[src/core/amz_ofs_mem.sv]
`timescale 1ns/10ps

package amz_pkg;
    // widths of the front-end controls and the converter
    localparam int          GAIN_W     = 3;
    localparam int          NUM_GAIN   = 6;
    localparam logic [2:0]  GAIN_LAST  = 3'h5;
    localparam int          BW_W       = 2;
    localparam logic [1:0]  BW_LAST    = 2'h3;
    localparam int          ADC_W      = 12;
    localparam int          SMP_W      = 16;
    localparam logic [11:0] LOW_THR    = 12'h199;   // about a tenth of full scale
    // timing, in printed units, and derived cycle counts
    localparam int CLK_NS           = 4;
    localparam int SWITCH_SETTLE_US = 150;
    localparam int SETTLE_CYC_DEF   = (SWITCH_SETTLE_US * 1000 + CLK_NS - 1) / CLK_NS;
    localparam int SAMPLE_RATE_SPS  = 1500;
    localparam int SAMPLE_CYC_DEF   = 1000000000 / (SAMPLE_RATE_SPS * CLK_NS);
    localparam int CNT_W            = 18;
    // command characters of the serial link
    localparam logic [7:0] CH_GAIN  = 8'h56;
    localparam logic [7:0] CH_BW    = 8'h42;
    localparam logic [7:0] CH_ESC   = 8'h24;
    localparam logic [7:0] CH_POL   = 8'h43;
    localparam logic [7:0] CH_ZSET  = 8'h41;
    localparam logic [7:0] CH_ZCLR  = 8'h52;
    localparam logic [7:0] CH_TRIG  = 8'h54;
    localparam logic [7:0] CH_RUN   = 8'h53;
    localparam logic [7:0] CH_HALT  = 8'h50;
    localparam logic [7:0] CH_ONE   = 8'h31;
    localparam logic [7:0] CH_SIX   = 8'h36;
    localparam logic [7:0] CH_FOUR  = 8'h34;
    // register map and fields
    localparam int         AXI_AW     = 4;
    localparam logic [3:0] REG_CTRL   = 4'h0;
    localparam logic [3:0] REG_STATUS = 4'h4;
    localparam logic [3:0] REG_SAMPLE = 4'h8;
    localparam logic [3:0] REG_OFFSET = 4'hc;
    localparam int         CTRL_AUTO  = 0;
    localparam logic [1:0] RESP_OKAY  = 2'h0;
    localparam logic [1:0] RESP_SLV   = 2'h2;
    // states of the sequencer and of the command parser
    typedef enum logic [2:0] {ST_IDLE, ST_ZSETTLE, ST_ZCONV, ST_MCONV, ST_MSEND} amz_st_e;
    typedef enum logic [1:0] {PF_NONE, PF_GAIN, PF_BW, PF_ESC} amz_pf_e;
endpackage : amz_pkg

module amz_ofs_mem #(
    parameter int DATA_W = 12,
    parameter int DEPTH  = 6,
    parameter int ADDR_W = 3
) (
    input  wire logic              clk,
    input  wire logic              rst,
    input  wire logic              we,
    input  wire logic [ADDR_W-1:0] waddr,
    input  wire logic [DATA_W-1:0] wdata,
    input  wire logic [ADDR_W-1:0] raddr,
    output logic      [DATA_W-1:0] rdata
);
    if (DEPTH < 1 || DEPTH > (1 << ADDR_W) || DATA_W < 1) begin : g_bad
        $error("amz_ofs_mem: depth does not fit the address width");
    end

    typedef struct packed {
        logic [DEPTH-1:0][DATA_W-1:0] mem;
        logic [DATA_W-1:0]            rd;
    } amz_mem_s;

    amz_mem_s s_reg, s_next;

    // read first, read data always from a register
    always_comb begin
        s_next = s_reg;
        if (we && 32'(waddr) < DEPTH) begin
            s_next.mem[waddr] = wdata;
        end
        s_next.rd = (32'(raddr) < DEPTH) ? s_reg.mem[raddr] : '0;
    end

    always_ff @(posedge clk) begin
        if (rst) begin
            s_reg <= '0;
        end else begin
            s_reg <= s_next;
        end
    end

    assign rdata = s_reg.rd;
endmodule : amz_ofs_mem

[src/core/amz_ctrl.sv]
`timescale 1ns/10ps
// Overview of operation
// - six gain ranges, command index one to six
// - polarity command inverts output and reported values
// - polarity line low normal, high inverted
// - four bandwidths chosen by index one to four
// - serial zero start begins nulling, clear ends it
// - zero-start line high begins nulling
// - zero-clear line high ends offset removal
// - busy line low during offset acquisition
// - busy line high again when nulling completes
// - store one offset per gain range
// - overloaded ranges invalid, skipped by autogain
// - offset line shows removed portion while nulling
// - measure with a 12-bit converter
// - trigger command takes one measurement
// - continuous mode streams at 1.5 kS/s
// - gain lines binary, 000 lowest to 101
// - bandwidth lines one-hot, all low full
// - parallel lines active from start, no enable
module amz_ctrl import amz_pkg::*; #(
    parameter int SETTLE_CYC = SETTLE_CYC_DEF,
    parameter int SAMPLE_CYC = SAMPLE_CYC_DEF
) (
    input  wire logic              clk,
    input  wire logic              rst,
    // serial command bytes and sample stream
    input  wire logic              rx_valid,
    output logic                   rx_ready,
    input  wire logic [7:0]        rx_data,
    output logic                   tx_valid,
    input  wire logic              tx_ready,
    output logic      [SMP_W-1:0]  tx_data,
    // converter
    output logic                   adc_start,
    input  wire logic              adc_done,
    input  wire logic [ADC_W-1:0]  adc_data,
    input  wire logic              adc_ovl,
    // parallel control pins
    input  wire logic [GAIN_W-1:0] par_gain,
    input  wire logic [2:0]        par_bw,
    input  wire logic              par_invert,
    input  wire logic              par_zero_start,
    input  wire logic              par_zero_clear,
    output logic      [GAIN_W-1:0] gain_sel,
    output logic      [2:0]        bw_sel,
    output logic                   invert,
    output logic                   zero_busy_n,
    output logic      [ADC_W-1:0]  zero_offset,
    // axi4-lite slave
    input  wire logic              s_axi_awvalid,
    output logic                   s_axi_awready,
    input  wire logic [AXI_AW-1:0] s_axi_awaddr,
    input  wire logic              s_axi_wvalid,
    output logic                   s_axi_wready,
    input  wire logic [31:0]       s_axi_wdata,
    input  wire logic [3:0]        s_axi_wstrb,
    output logic                   s_axi_bvalid,
    input  wire logic              s_axi_bready,
    output logic      [1:0]        s_axi_bresp,
    input  wire logic              s_axi_arvalid,
    output logic                   s_axi_arready,
    input  wire logic [AXI_AW-1:0] s_axi_araddr,
    output logic                   s_axi_rvalid,
    input  wire logic              s_axi_rready,
    output logic      [31:0]       s_axi_rdata,
    output logic      [1:0]        s_axi_rresp
);
    if (SETTLE_CYC < 1 || SETTLE_CYC >= (1 << CNT_W) || SAMPLE_CYC < 2 || SAMPLE_CYC >= (1 << CNT_W))
    begin : g_bad
        $error("amz_ctrl: cycle counts out of counter range");
    end

    typedef struct packed {
        logic [8:0]        syn1;     // gain, bw, invert, zstart, zclear
        logic [8:0]        syn2;
        logic [8:0]        prv;
        amz_st_e           st;
        amz_pf_e           pf;
        logic [GAIN_W-1:0] gain;
        logic [BW_W-1:0]   bw;
        logic              inv;
        logic              zero_on;
        logic              busy;
        logic [GAIN_W-1:0] idx;
        logic [CNT_W-1:0]  cnt;
        logic [CNT_W-1:0]  rcnt;
        logic              cont;
        logic              mreq;
        logic [NUM_GAIN-1:0] valid;
        logic              adc_go;
        logic              we;
        logic [ADC_W-1:0]  wdat;
        logic [GAIN_W-1:0] gain_out;
        logic [2:0]        bw_out;
        logic [ADC_W-1:0]  ofs_out;
        logic [SMP_W-1:0]  smp;
        logic              txv;
        logic              ag_step;
        logic              auto_en;
        logic              aw_got;
        logic              w_got;
        logic [AXI_AW-1:0] awaddr;
        logic [31:0]       wdata;
        logic              wstrb0;
        logic              bvalid;
        logic [1:0]        bresp;
        logic              rvalid;
        logic [31:0]       rdata;
        logic [1:0]        rresp;
    } amz_ctrl_s;

    amz_ctrl_s s_reg, s_next;
    logic [ADC_W-1:0] mem_rd;
    logic             zs_rise, zc_rise, ser_zs, ser_zc, zstart, zclear, ser_gain_ok;
    logic [NUM_GAIN-1:0] eff_valid;
    logic [SMP_W-1:0] diff;

    amz_ofs_mem #(.DATA_W(ADC_W), .DEPTH(NUM_GAIN), .ADDR_W(GAIN_W)) u_mem (
        .clk   (clk),
        .rst   (rst),
        .we    (s_reg.we),
        .waddr (s_reg.idx),
        .wdata (s_reg.wdat),
        .raddr (s_reg.gain_out),
        .rdata (mem_rd)
    );

    // edge detect reads only second and third flops, never the first
    assign zs_rise   = s_reg.syn2[1] & ~s_reg.prv[1];
    assign zc_rise   = s_reg.syn2[0] & ~s_reg.prv[0];
    assign eff_valid = s_reg.zero_on ? s_reg.valid : {NUM_GAIN{1'b1}};
    assign diff      = {{(SMP_W-ADC_W){1'b0}}, adc_data}
                     - {{(SMP_W-ADC_W){1'b0}}, (s_reg.zero_on ? mem_rd : {ADC_W{1'b0}})};

    always_comb begin
        s_next         = s_reg;
        s_next.adc_go  = 1'b0;
        s_next.we      = 1'b0;
        s_next.ag_step = 1'b0;
        ser_zs         = 1'b0;
        ser_zc         = 1'b0;
        ser_gain_ok    = 1'b0;
        // two-flop synchronisers, active straight out of reset
        s_next.syn1 = {par_gain, par_bw, par_invert, par_zero_start, par_zero_clear};
        s_next.syn2 = s_reg.syn1;
        s_next.prv  = s_reg.syn2;
        // parallel lines act on change, so serial settings persist between
        if (s_reg.syn2[8:6] != s_reg.prv[8:6] && s_reg.syn2[8:6] <= GAIN_LAST) begin
            s_next.gain = s_reg.syn2[8:6];
        end
        if (s_reg.syn2[5:3] != s_reg.prv[5:3]) begin
            if (s_reg.syn2[5:3] == 3'h0) s_next.bw = 2'h0;
            else if (s_reg.syn2[5:3] == 3'h1) s_next.bw = 2'h1;
            else if (s_reg.syn2[5:3] == 3'h2) s_next.bw = 2'h2;
            else if (s_reg.syn2[5:3] == 3'h4) s_next.bw = 2'h3;
        end
        if (s_reg.syn2[2] != s_reg.prv[2]) begin
            s_next.inv = s_reg.syn2[2];
        end
        // serial command parser, one byte per cycle
        if (rx_valid) begin
            s_next.pf = PF_NONE;
            case (s_reg.pf)
                PF_NONE: begin
                    if (rx_data == CH_GAIN) s_next.pf = PF_GAIN;
                    else if (rx_data == CH_BW) s_next.pf = PF_BW;
                    else if (rx_data == CH_ESC) s_next.pf = PF_ESC;
                    else if (rx_data == CH_TRIG) s_next.mreq = 1'b1;
                    else if (rx_data == CH_RUN) s_next.cont = 1'b1;
                    else if (rx_data == CH_HALT) s_next.cont = 1'b0;
                end
                PF_GAIN: begin
                    if (rx_data >= CH_ONE && rx_data <= CH_SIX) begin
                        ser_gain_ok = 1'b1;
                        s_next.gain = GAIN_W'(rx_data - CH_ONE);
                    end
                end
                PF_BW: begin
                    if (rx_data >= CH_ONE && rx_data <= CH_FOUR) begin
                        s_next.bw = BW_W'(rx_data - CH_ONE);
                    end
                end
                default: begin
                    if (rx_data == CH_POL) s_next.inv = ~s_next.inv;
                    ser_zs = (rx_data == CH_ZSET);
                    ser_zc = (rx_data == CH_ZCLR);
                end
            endcase
        end
        zstart = zs_rise | ser_zs;
        zclear = zc_rise | ser_zc;
        // continuous rate divider, one request per period
        if (s_reg.cont) begin
            if (s_reg.rcnt == CNT_W'(SAMPLE_CYC - 1)) begin
                s_next.rcnt = '0;
                s_next.mreq = 1'b1;
            end else begin
                s_next.rcnt = s_reg.rcnt + 1'b1;
            end
        end else begin
            s_next.rcnt = '0;
        end
        // sequencer; the converter has one owner at a time
        case (s_reg.st)
            ST_IDLE: begin
                if (zstart && !zclear) begin
                    s_next.st      = ST_ZSETTLE;
                    s_next.busy    = 1'b1;
                    s_next.zero_on = 1'b0;
                    s_next.idx     = '0;
                    s_next.cnt     = '0;
                end else if (s_reg.mreq) begin
                    // a request arriving in the launch cycle stays pending, set wins
                    s_next.mreq   = (rx_valid && s_reg.pf == PF_NONE && rx_data == CH_TRIG)
                                    || (s_reg.cont && s_reg.rcnt == CNT_W'(SAMPLE_CYC - 1));
                    s_next.adc_go = 1'b1;
                    s_next.st     = ST_MCONV;
                end
            end
            ST_ZSETTLE: begin
                // waits for the range switch to settle before sampling
                s_next.cnt = s_reg.cnt + 1'b1;
                if (s_reg.cnt == CNT_W'(SETTLE_CYC - 1)) begin
                    s_next.adc_go = 1'b1;
                    s_next.st     = ST_ZCONV;
                end
            end
            ST_ZCONV: begin
                if (adc_done) begin
                    s_next.we              = 1'b1;
                    s_next.wdat            = adc_data;
                    s_next.valid[s_reg.idx] = ~adc_ovl;
                    s_next.cnt             = '0;
                    if (s_reg.idx == GAIN_LAST) begin
                        s_next.zero_on = 1'b1;
                        s_next.busy    = 1'b0;
                        s_next.st      = ST_IDLE;
                    end else begin
                        s_next.idx = s_reg.idx + 1'b1;
                        s_next.st  = ST_ZSETTLE;
                    end
                end
            end
            ST_MCONV: begin
                if (adc_done) begin
                    s_next.smp = s_reg.inv ? (~diff + 1'b1) : diff;
                    s_next.txv = 1'b1;
                    s_next.st  = ST_MSEND;
                    // autogain steps one range, never into an invalid one
                    if (s_reg.auto_en) begin
                        if (adc_ovl && s_reg.gain != '0 && eff_valid[s_reg.gain - 1'b1]) begin
                            s_next.gain    = s_reg.gain - 1'b1;
                            s_next.ag_step = 1'b1;
                        end else if (!adc_ovl && adc_data < LOW_THR && s_reg.gain != GAIN_LAST
                                     && eff_valid[s_reg.gain + 1'b1]) begin
                            s_next.gain    = s_reg.gain + 1'b1;
                            s_next.ag_step = 1'b1;
                        end
                    end
                end
            end
            default: begin
                if (tx_ready) begin
                    s_next.txv = 1'b0;
                    s_next.st  = ST_IDLE;
                end
            end
        endcase
        // clear wins over start and aborts a running acquisition
        if (zclear) begin
            s_next.zero_on = 1'b0;
            s_next.valid   = {NUM_GAIN{1'b1}};
            if (s_reg.busy) begin
                s_next.busy = 1'b0;
                s_next.st   = ST_IDLE;
            end
        end
        // registered pin values
        s_next.gain_out = s_next.busy ? s_next.idx : s_next.gain;
        s_next.bw_out   = (s_next.bw == 2'h0) ? 3'h0 : 3'(1 << (s_next.bw - 1'b1));
        s_next.ofs_out  = s_reg.zero_on ? mem_rd : '0;
        // axi write: address and data in either order, then response
        if (s_axi_awvalid && !s_reg.aw_got && !s_reg.bvalid) begin
            s_next.aw_got = 1'b1;
            s_next.awaddr = s_axi_awaddr;
        end
        if (s_axi_wvalid && !s_reg.w_got && !s_reg.bvalid) begin
            s_next.w_got  = 1'b1;
            s_next.wdata  = s_axi_wdata;
            s_next.wstrb0 = s_axi_wstrb[0];
        end
        if (s_reg.aw_got && s_reg.w_got) begin
            s_next.aw_got = 1'b0;
            s_next.w_got  = 1'b0;
            s_next.bvalid = 1'b1;
            s_next.bresp  = RESP_OKAY;
            if (s_reg.awaddr == REG_CTRL) begin
                if (s_reg.wstrb0) s_next.auto_en = s_reg.wdata[CTRL_AUTO];
            end else if (s_reg.awaddr != REG_STATUS && s_reg.awaddr != REG_SAMPLE
                         && s_reg.awaddr != REG_OFFSET) begin
                s_next.bresp = RESP_SLV;
            end
        end
        if (s_reg.bvalid && s_axi_bready) s_next.bvalid = 1'b0;
        // axi read: one outstanding, data from a register
        if (s_reg.rvalid && s_axi_rready) s_next.rvalid = 1'b0;
        if (s_axi_arvalid && !s_reg.rvalid) begin
            s_next.rvalid = 1'b1;
            s_next.rresp  = RESP_OKAY;
            s_next.rdata  = '0;
            if (s_axi_araddr == REG_CTRL) begin
                s_next.rdata[CTRL_AUTO] = s_reg.auto_en;
            end else if (s_axi_araddr == REG_STATUS) begin
                s_next.rdata[14:0] = {s_reg.valid, s_reg.cont, s_reg.busy, s_reg.zero_on,
                                      s_reg.inv, s_reg.bw, s_reg.gain_out};
            end else if (s_axi_araddr == REG_SAMPLE) begin
                s_next.rdata = {{(32-SMP_W){s_reg.smp[SMP_W-1]}}, s_reg.smp};
            end else if (s_axi_araddr == REG_OFFSET) begin
                s_next.rdata[ADC_W-1:0] = s_reg.ofs_out;
            end else begin
                s_next.rresp = RESP_SLV;
            end
        end
    end

    always_ff @(posedge clk) begin
        if (rst) begin
            s_reg       <= '0;
            s_reg.st    <= ST_IDLE;
            s_reg.pf    <= PF_NONE;
            s_reg.valid <= {NUM_GAIN{1'b1}};
        end else begin
            s_reg <= s_next;
        end
    end

    // outputs
    assign rx_ready      = 1'b1;
    assign tx_valid      = s_reg.txv;
    assign tx_data       = s_reg.smp;
    assign adc_start     = s_reg.adc_go;
    assign gain_sel      = s_reg.gain_out;
    assign bw_sel        = s_reg.bw_out;
    assign invert        = s_reg.inv;
    assign zero_busy_n   = ~s_reg.busy;
    assign zero_offset   = s_reg.ofs_out;
    assign s_axi_awready = ~s_reg.aw_got & ~s_reg.bvalid;
    assign s_axi_wready  = ~s_reg.w_got & ~s_reg.bvalid;
    assign s_axi_bvalid  = s_reg.bvalid;
    assign s_axi_bresp   = s_reg.bresp;
    assign s_axi_arready = ~s_reg.rvalid;
    assign s_axi_rvalid  = s_reg.rvalid;
    assign s_axi_rdata   = s_reg.rdata;
    assign s_axi_rresp   = s_reg.rresp;
endmodule : amz_ctrl

[config.mk]
export PLATFORM = sky130hd
export DESIGN_NAME = amz_ctrl
export DESIGN_NICKNAME = d
export VERILOG_FILES = /design/src/core/amz_ofs_mem.sv /design/src/core/amz_ctrl.sv
export SDC_FILE = /design/constraint.sdc
export NUM_CORES = 1
export LEC_CHECK = 0
export ABC_CLOCK_PERIOD_IN_PS = 5100
export BUFFER_PORTS_ARGS = -buffer_cell sky130_fd_sc_hd__buf_2
export CAP_MARGIN = 25
export CORE_UTILIZATION = 58
export DETAILED_ROUTE_END_ITERATION = 10
export MAX_ROUTING_LAYER = met4
export PLACE_DENSITY = 0.8
export SYNTH_ARGS = -nofsm -noshare
export SYNTH_HDL_FRONTEND = slang
export SYNTH_SLANG_ARGS = --single-unit
[constraint.sdc]
create_clock -name clk -period 5.1 [get_ports clk]
set_clock_uncertainty 0.15 [all_clocks]
set_input_delay 0.255 -clock clk [delete_from_list [all_inputs] [get_ports clk]]
set_output_delay 0.255 -clock clk [all_outputs]
set_load 0.02 [all_outputs]
Word level (Yosys, flattened, before mapping):

Cells that the tools add are included.

* register bits: 267
* logic and storage cells: 281

* add/sub/neg operators: 9
* $lt $le $gt $ge: 12
* equality and inequality tests: 34
* shift operators: 1
* multiplexer cells: 100
* bitwise gates (word level): 24
* reduce and logical (&&, ||, !) cells: 59

Operators by type and width (number)
* $bwmux 72: 1
* $eq 8x7->1 const B: 8
* $mux 12: 5
* $mux 3: 18
* $pmux 18 s3: 1
* $mux 23: 2
* $mux 2: 19
* $add 18x1->18 const B: 2
* $bmux 12 s3: 1
* $demux 12 s3: 1
* $mux 1: 35
* $mux 35: 1
* $mux 31: 1
* $logic_and 1x1->1: 24
* $mux 20: 1
* $eq 18x16->1 const B: 1
* $eq 18x18->1 const B: 1
* $mux 17: 1
* $not 1->1: 17
* $add 16x1->16 const B: 1
* $le 8x6->1 const B: 2
* $lt 3x4->1 const B: 4
* $mux 16: 1
* $not 16->16: 1
* 48 further kinds: 90

Logic depth before layout (Yosys ltp):

* word-level depth: 15
* gate-level depth with buffers: 13
* depth with buffers taken out: 12

Hierarchy:

Synthesis repeated with hierarchy kept, for this count alone.

* cells, all modules: 1435
* area total of the unflattened synthesis: 12246.7 sq um

By module, submodules not included
* amz_ctrl: instances 1, cells an instance 1028, area each 8652.0 sq um, seq. area each 3303.2 sq um
* amz_ofs_mem: instances 1, cells an instance 407, area each 3594.7 sq um, seq. area each 1681.6 sq um

Least setup slack after synthesis:

OpenSTA, ideal clock, no wires.

* path type: register to register
* from: reg s_reg[176] (netlist name)
* to: reg s_reg, in the netlist tx_data[11]
* arrival: 3431 ps
* path slack: 1433 ps
* stages on the path, launching flop included: 12
* buffers on the path: 2
* cell sequence: dfxtp_1 > clkbuf_1 > clkbuf_1 > nand2_1 > fa_1 > xnor2_1 > nand3_1 > or3_1 > or4_1 > o31ai_1 > xor2_1 > a211oi_1

* cells in the longest elaborated chain, start to end: 5

Ends and longest elaborated chain
* start, declared: line amz_ctrl.sv:113 `amz_ctrl_s s_reg, s_next;`
* start signal, assigned: line amz_ctrl.sv:334 `s_reg <= s_next;`
* $mux 12 *
* $sub 12x12->13 *: line amz_ctrl.sv:134 `- {{(SMP_W-ADC_W){1'b0}}, (s_reg.zero_on ? mem_rd : {ADC_W{1'b0}})};`
* $not 16->16: line amz_ctrl.sv:247 `s_next.smp = s_reg.inv ? (~diff + 1'b1) : diff;`
* $add 16x1->16: line amz_ctrl.sv:247
* $mux 16 *: line amz_ctrl.sv:247

Mark *: on every way between the ends. The rest lies on a longest branch, timed or not.
A chain may end at the register's enable or synchronous reset.

==> qor.csv <==
stage,metric,value,unit
setup_path,Required @ worst endpoint,5390,ps
sta,final hold vios,0,
floorplanning,Die Footprint,21100,um^2
floorplanning,Die Y,145,um
final_layout,synthesis-to-finish area growth,14.1,%
routing,met1 WL,12500,um
final_layout,"commonest cells after routing, fill and taps aside","nand2_1 (264), dfxtp_1 (249), a21oi_1 (145), nor2_1 (136), buf_2 (126)",
grt,number of global-route vias before repair,9663,
sta,setup repair after global routing missed its margin,no,
hold_path,Hold Path Class,input pin to register,
yosys,mux share of post-synthesis cell area,6.00,%
yosys,Synth Area in Compound Gates,14.5,%
grt,initial antenna violation count,1,
yosys,xor/xnor cell area share of the yosys netlist,4.19,%
yosys,largest family of logic cells by synthesized area,simple AND/OR/NAND/NOR gates,
sta,Tcrit/Tclk final,76.5,%
yosys,Yosys warning count,0,
clock_network,clk sinks,249,
sta,fin. max-slew vios,0,
yosys,Syn Area/Cell,8.31,um^2
yosys,post-synthesis sequential area ratio,41.8,%
clock_network,cts bufs inserted,27,
place,DP HPWL,19800,um
outcome,status,"finished, final reports clean",
floorplanning,Site Rows,52,
place,IO Port Bufs,126,
setup_path,critical path endpoint category,register,
setup_path,CP max FO,13,
yosys,Synth Flop Type,dfxtp_1,
routing,drt first pass iters,5,
clock_network,Root Driver,clkbuf_16,
floorplanning,core area,20200,um^2
grt,largest net degree at the start of global routing,121,
clock_network,CTS tree,done,
clock_network,H-tree levels,1,
routing,DRT Wirelength,30100,um
final_layout,design area,13600,um^2
setup_path,CP arrival,4200,ps
yosys,Synth Area in Simple Gates,22.7,%
setup_path,WS Path Type,register to register,
routing,ANT nets after route,0,
final_layout,multi-input gate area in the final layout,6040,um^2
pwr,Worst VDD drop,0.000319,V
floorplanning,die width,145,um
sta,min Tclk post-route,3900,ps
routing,vias per cell,5.77,
place,area post-placement,12200,um^2
routing,via count,10300,
sta,Fin Setup TNS,0,ps
routing,DR WL/cell,16.8,um
grt,first-pass GRT wire length,48100,um
sta,Slew HR,27.1,%
routing,DR WL met2,14100,um
sta,fmax,0.256,GHz
clock_network,# Post-CTS Setup Buffers,0,
final_layout,NumNets Final,1612,
place,gpl congestion,0.923,
yosys,Post-Syn Area,11900,um^2
run,MaxCap Viol Count,0,
yosys,Yosys reg bits,249,
clock_network,Clock transition at path regs,60,ps
pwr,static leakage,5.15,nW
setup_path,startpoint types,register,
routing,1st-iter DRT viols,900,
final_layout,share of layout cells above drive strength 1,16.1,%
routing,DRC viols,0,
floorplanning,Initial Util,59.1,%
place,Post-Place Setup Slack,1220,ps
final_layout,"most common cell after layout, fill and taps aside",nand2_1,
final_layout,fill count,1571,
final_layout,max reg flops,90,
sta,worst setup margin,1200,ps
grt,grt total ovfl,0,
routing,top routing layer in use,met4,
sta,setup violators final,0,
routing,met3 wirelength from detailed routing,2070,um
sta,Tightest Pin Transition,1090,ps
clock_network,clk buf depth,3,
clock_network,worst-skew pair later-pin latency,530,ps
yosys,Post-synth EDFFs,0,
pwr,Final Power,0.00448,W
grt,GRT Overall Usage,28.8,%
yosys,Post-Synth Adder-Cell Area,3.11,%
yosys,Syn Inst Count,1434,
yosys,"Distinct cells, synth",77,
floorplanning,IO Count,164,
final_layout,Seq. cell area,4980,um^2
pwr,Power Density,330,nW/um^2
yosys,asr flop ratio synth,0,%
## final cells by class
cell class | count | share of cell area, %
Tap cell | 270 | 2.48
Clock buffer | 32 | 5.40
Antenna cell | 1 | 0.0184
Multi-Input combinational cell | 1014 | 44.4
Inverter | 31 | 0.855
Timing Repair Buffer | 176 | 8.24
Sequential cell | 249 | 36.6
Clock inverter | 17 | 1.92
## synthesized netlist by cell type, drive strengths merged (14+ instances only)
cell type | instances | share of area (%)
and3 | 14 | 0.73
xnor2 | 22 | 1.6
buf | 78 | 4.7
nand2 | 264 | 8.3
inv | 30 | 0.94
mux2 | 26 | 2.5
ha | 28 | 2.9
a31oi | 15 | 0.79
dfxtp | 249 | 42
o21ai | 35 | 1.5
nand3 | 37 | 1.6
clkbuf | 63 | 2.0
nor2b | 33 | 1.7
nor2 | 137 | 4.3
a21oi | 146 | 6.2
a22oi | 17 | 1.1
a211oi | 17 | 1.1
nor3 | 20 | 0.88
xor2 | 35 | 2.6
## path summary, 6_finish.rpt
check                                       to  slack (ps)     startpoint  depth (start not counted)
worst max-delay path               tx_data[11]        1200     s_reg[176]                         11
worst min-delay path            s_axi_rresp[1]          20  s_axi_arvalid                          4
worst max register to register     tx_data[11]        1200     s_reg[176]                         11
worst min register to register     s_next[188]         280    s_next[197]                          1
## worst max-delay path, stage by stage (launching register included)
cell and delay [ps]:
dfxtp_1 620, and2_1 260, ha_1 190, inv_1 60, fa_1 430, xnor2_1 300, nand3_1 140, or3_1 430
or4_1 610, o31ai_1 310, xor2_1 100, a211oi_1 220
## per-layer routing
metal | GRT usage, % | vias up
met4 | 14.4 | 0
met5 | - | -
met2 | 46.4 | 408
met3 | 4.29 | 118
li1 | - | 4981
met1 | 35.2 | 4829
## power breakdown
part           internal [W]  switching (W)
clock network       0.00134       0.000812
registers           0.00197      0.0000294
logic              0.000135       0.000198
## per-stage QoR
stage	util (%)	cells	hold slack (ps)
2_1_floorplan	-	1435	205
3_3_place_gp	60.3	1695	270
3_5_place_dp	60.3	1695	279
4_1_cts	67.4	1787	4.54
5_1_grt	67.4	1790	43.0
6_report	67.4	1790	17.3
## kinds of logic after synthesis
family,after synthesis
muxes,52
and+or+nand+nor,587
buffers and inverters,172
DFF,249
adders and majority gates,29
other,2
AOI/OAI and AO/OA,286
xor gates and xnor gates,57
## timing repair
action,in CTS,in global routing
hold endpoints to repair,43,0
hold buffers,43,0
endpoints found under the setup margin,0,0
gates resized for setup,0,0
Power figures use the tool's default switching activity.
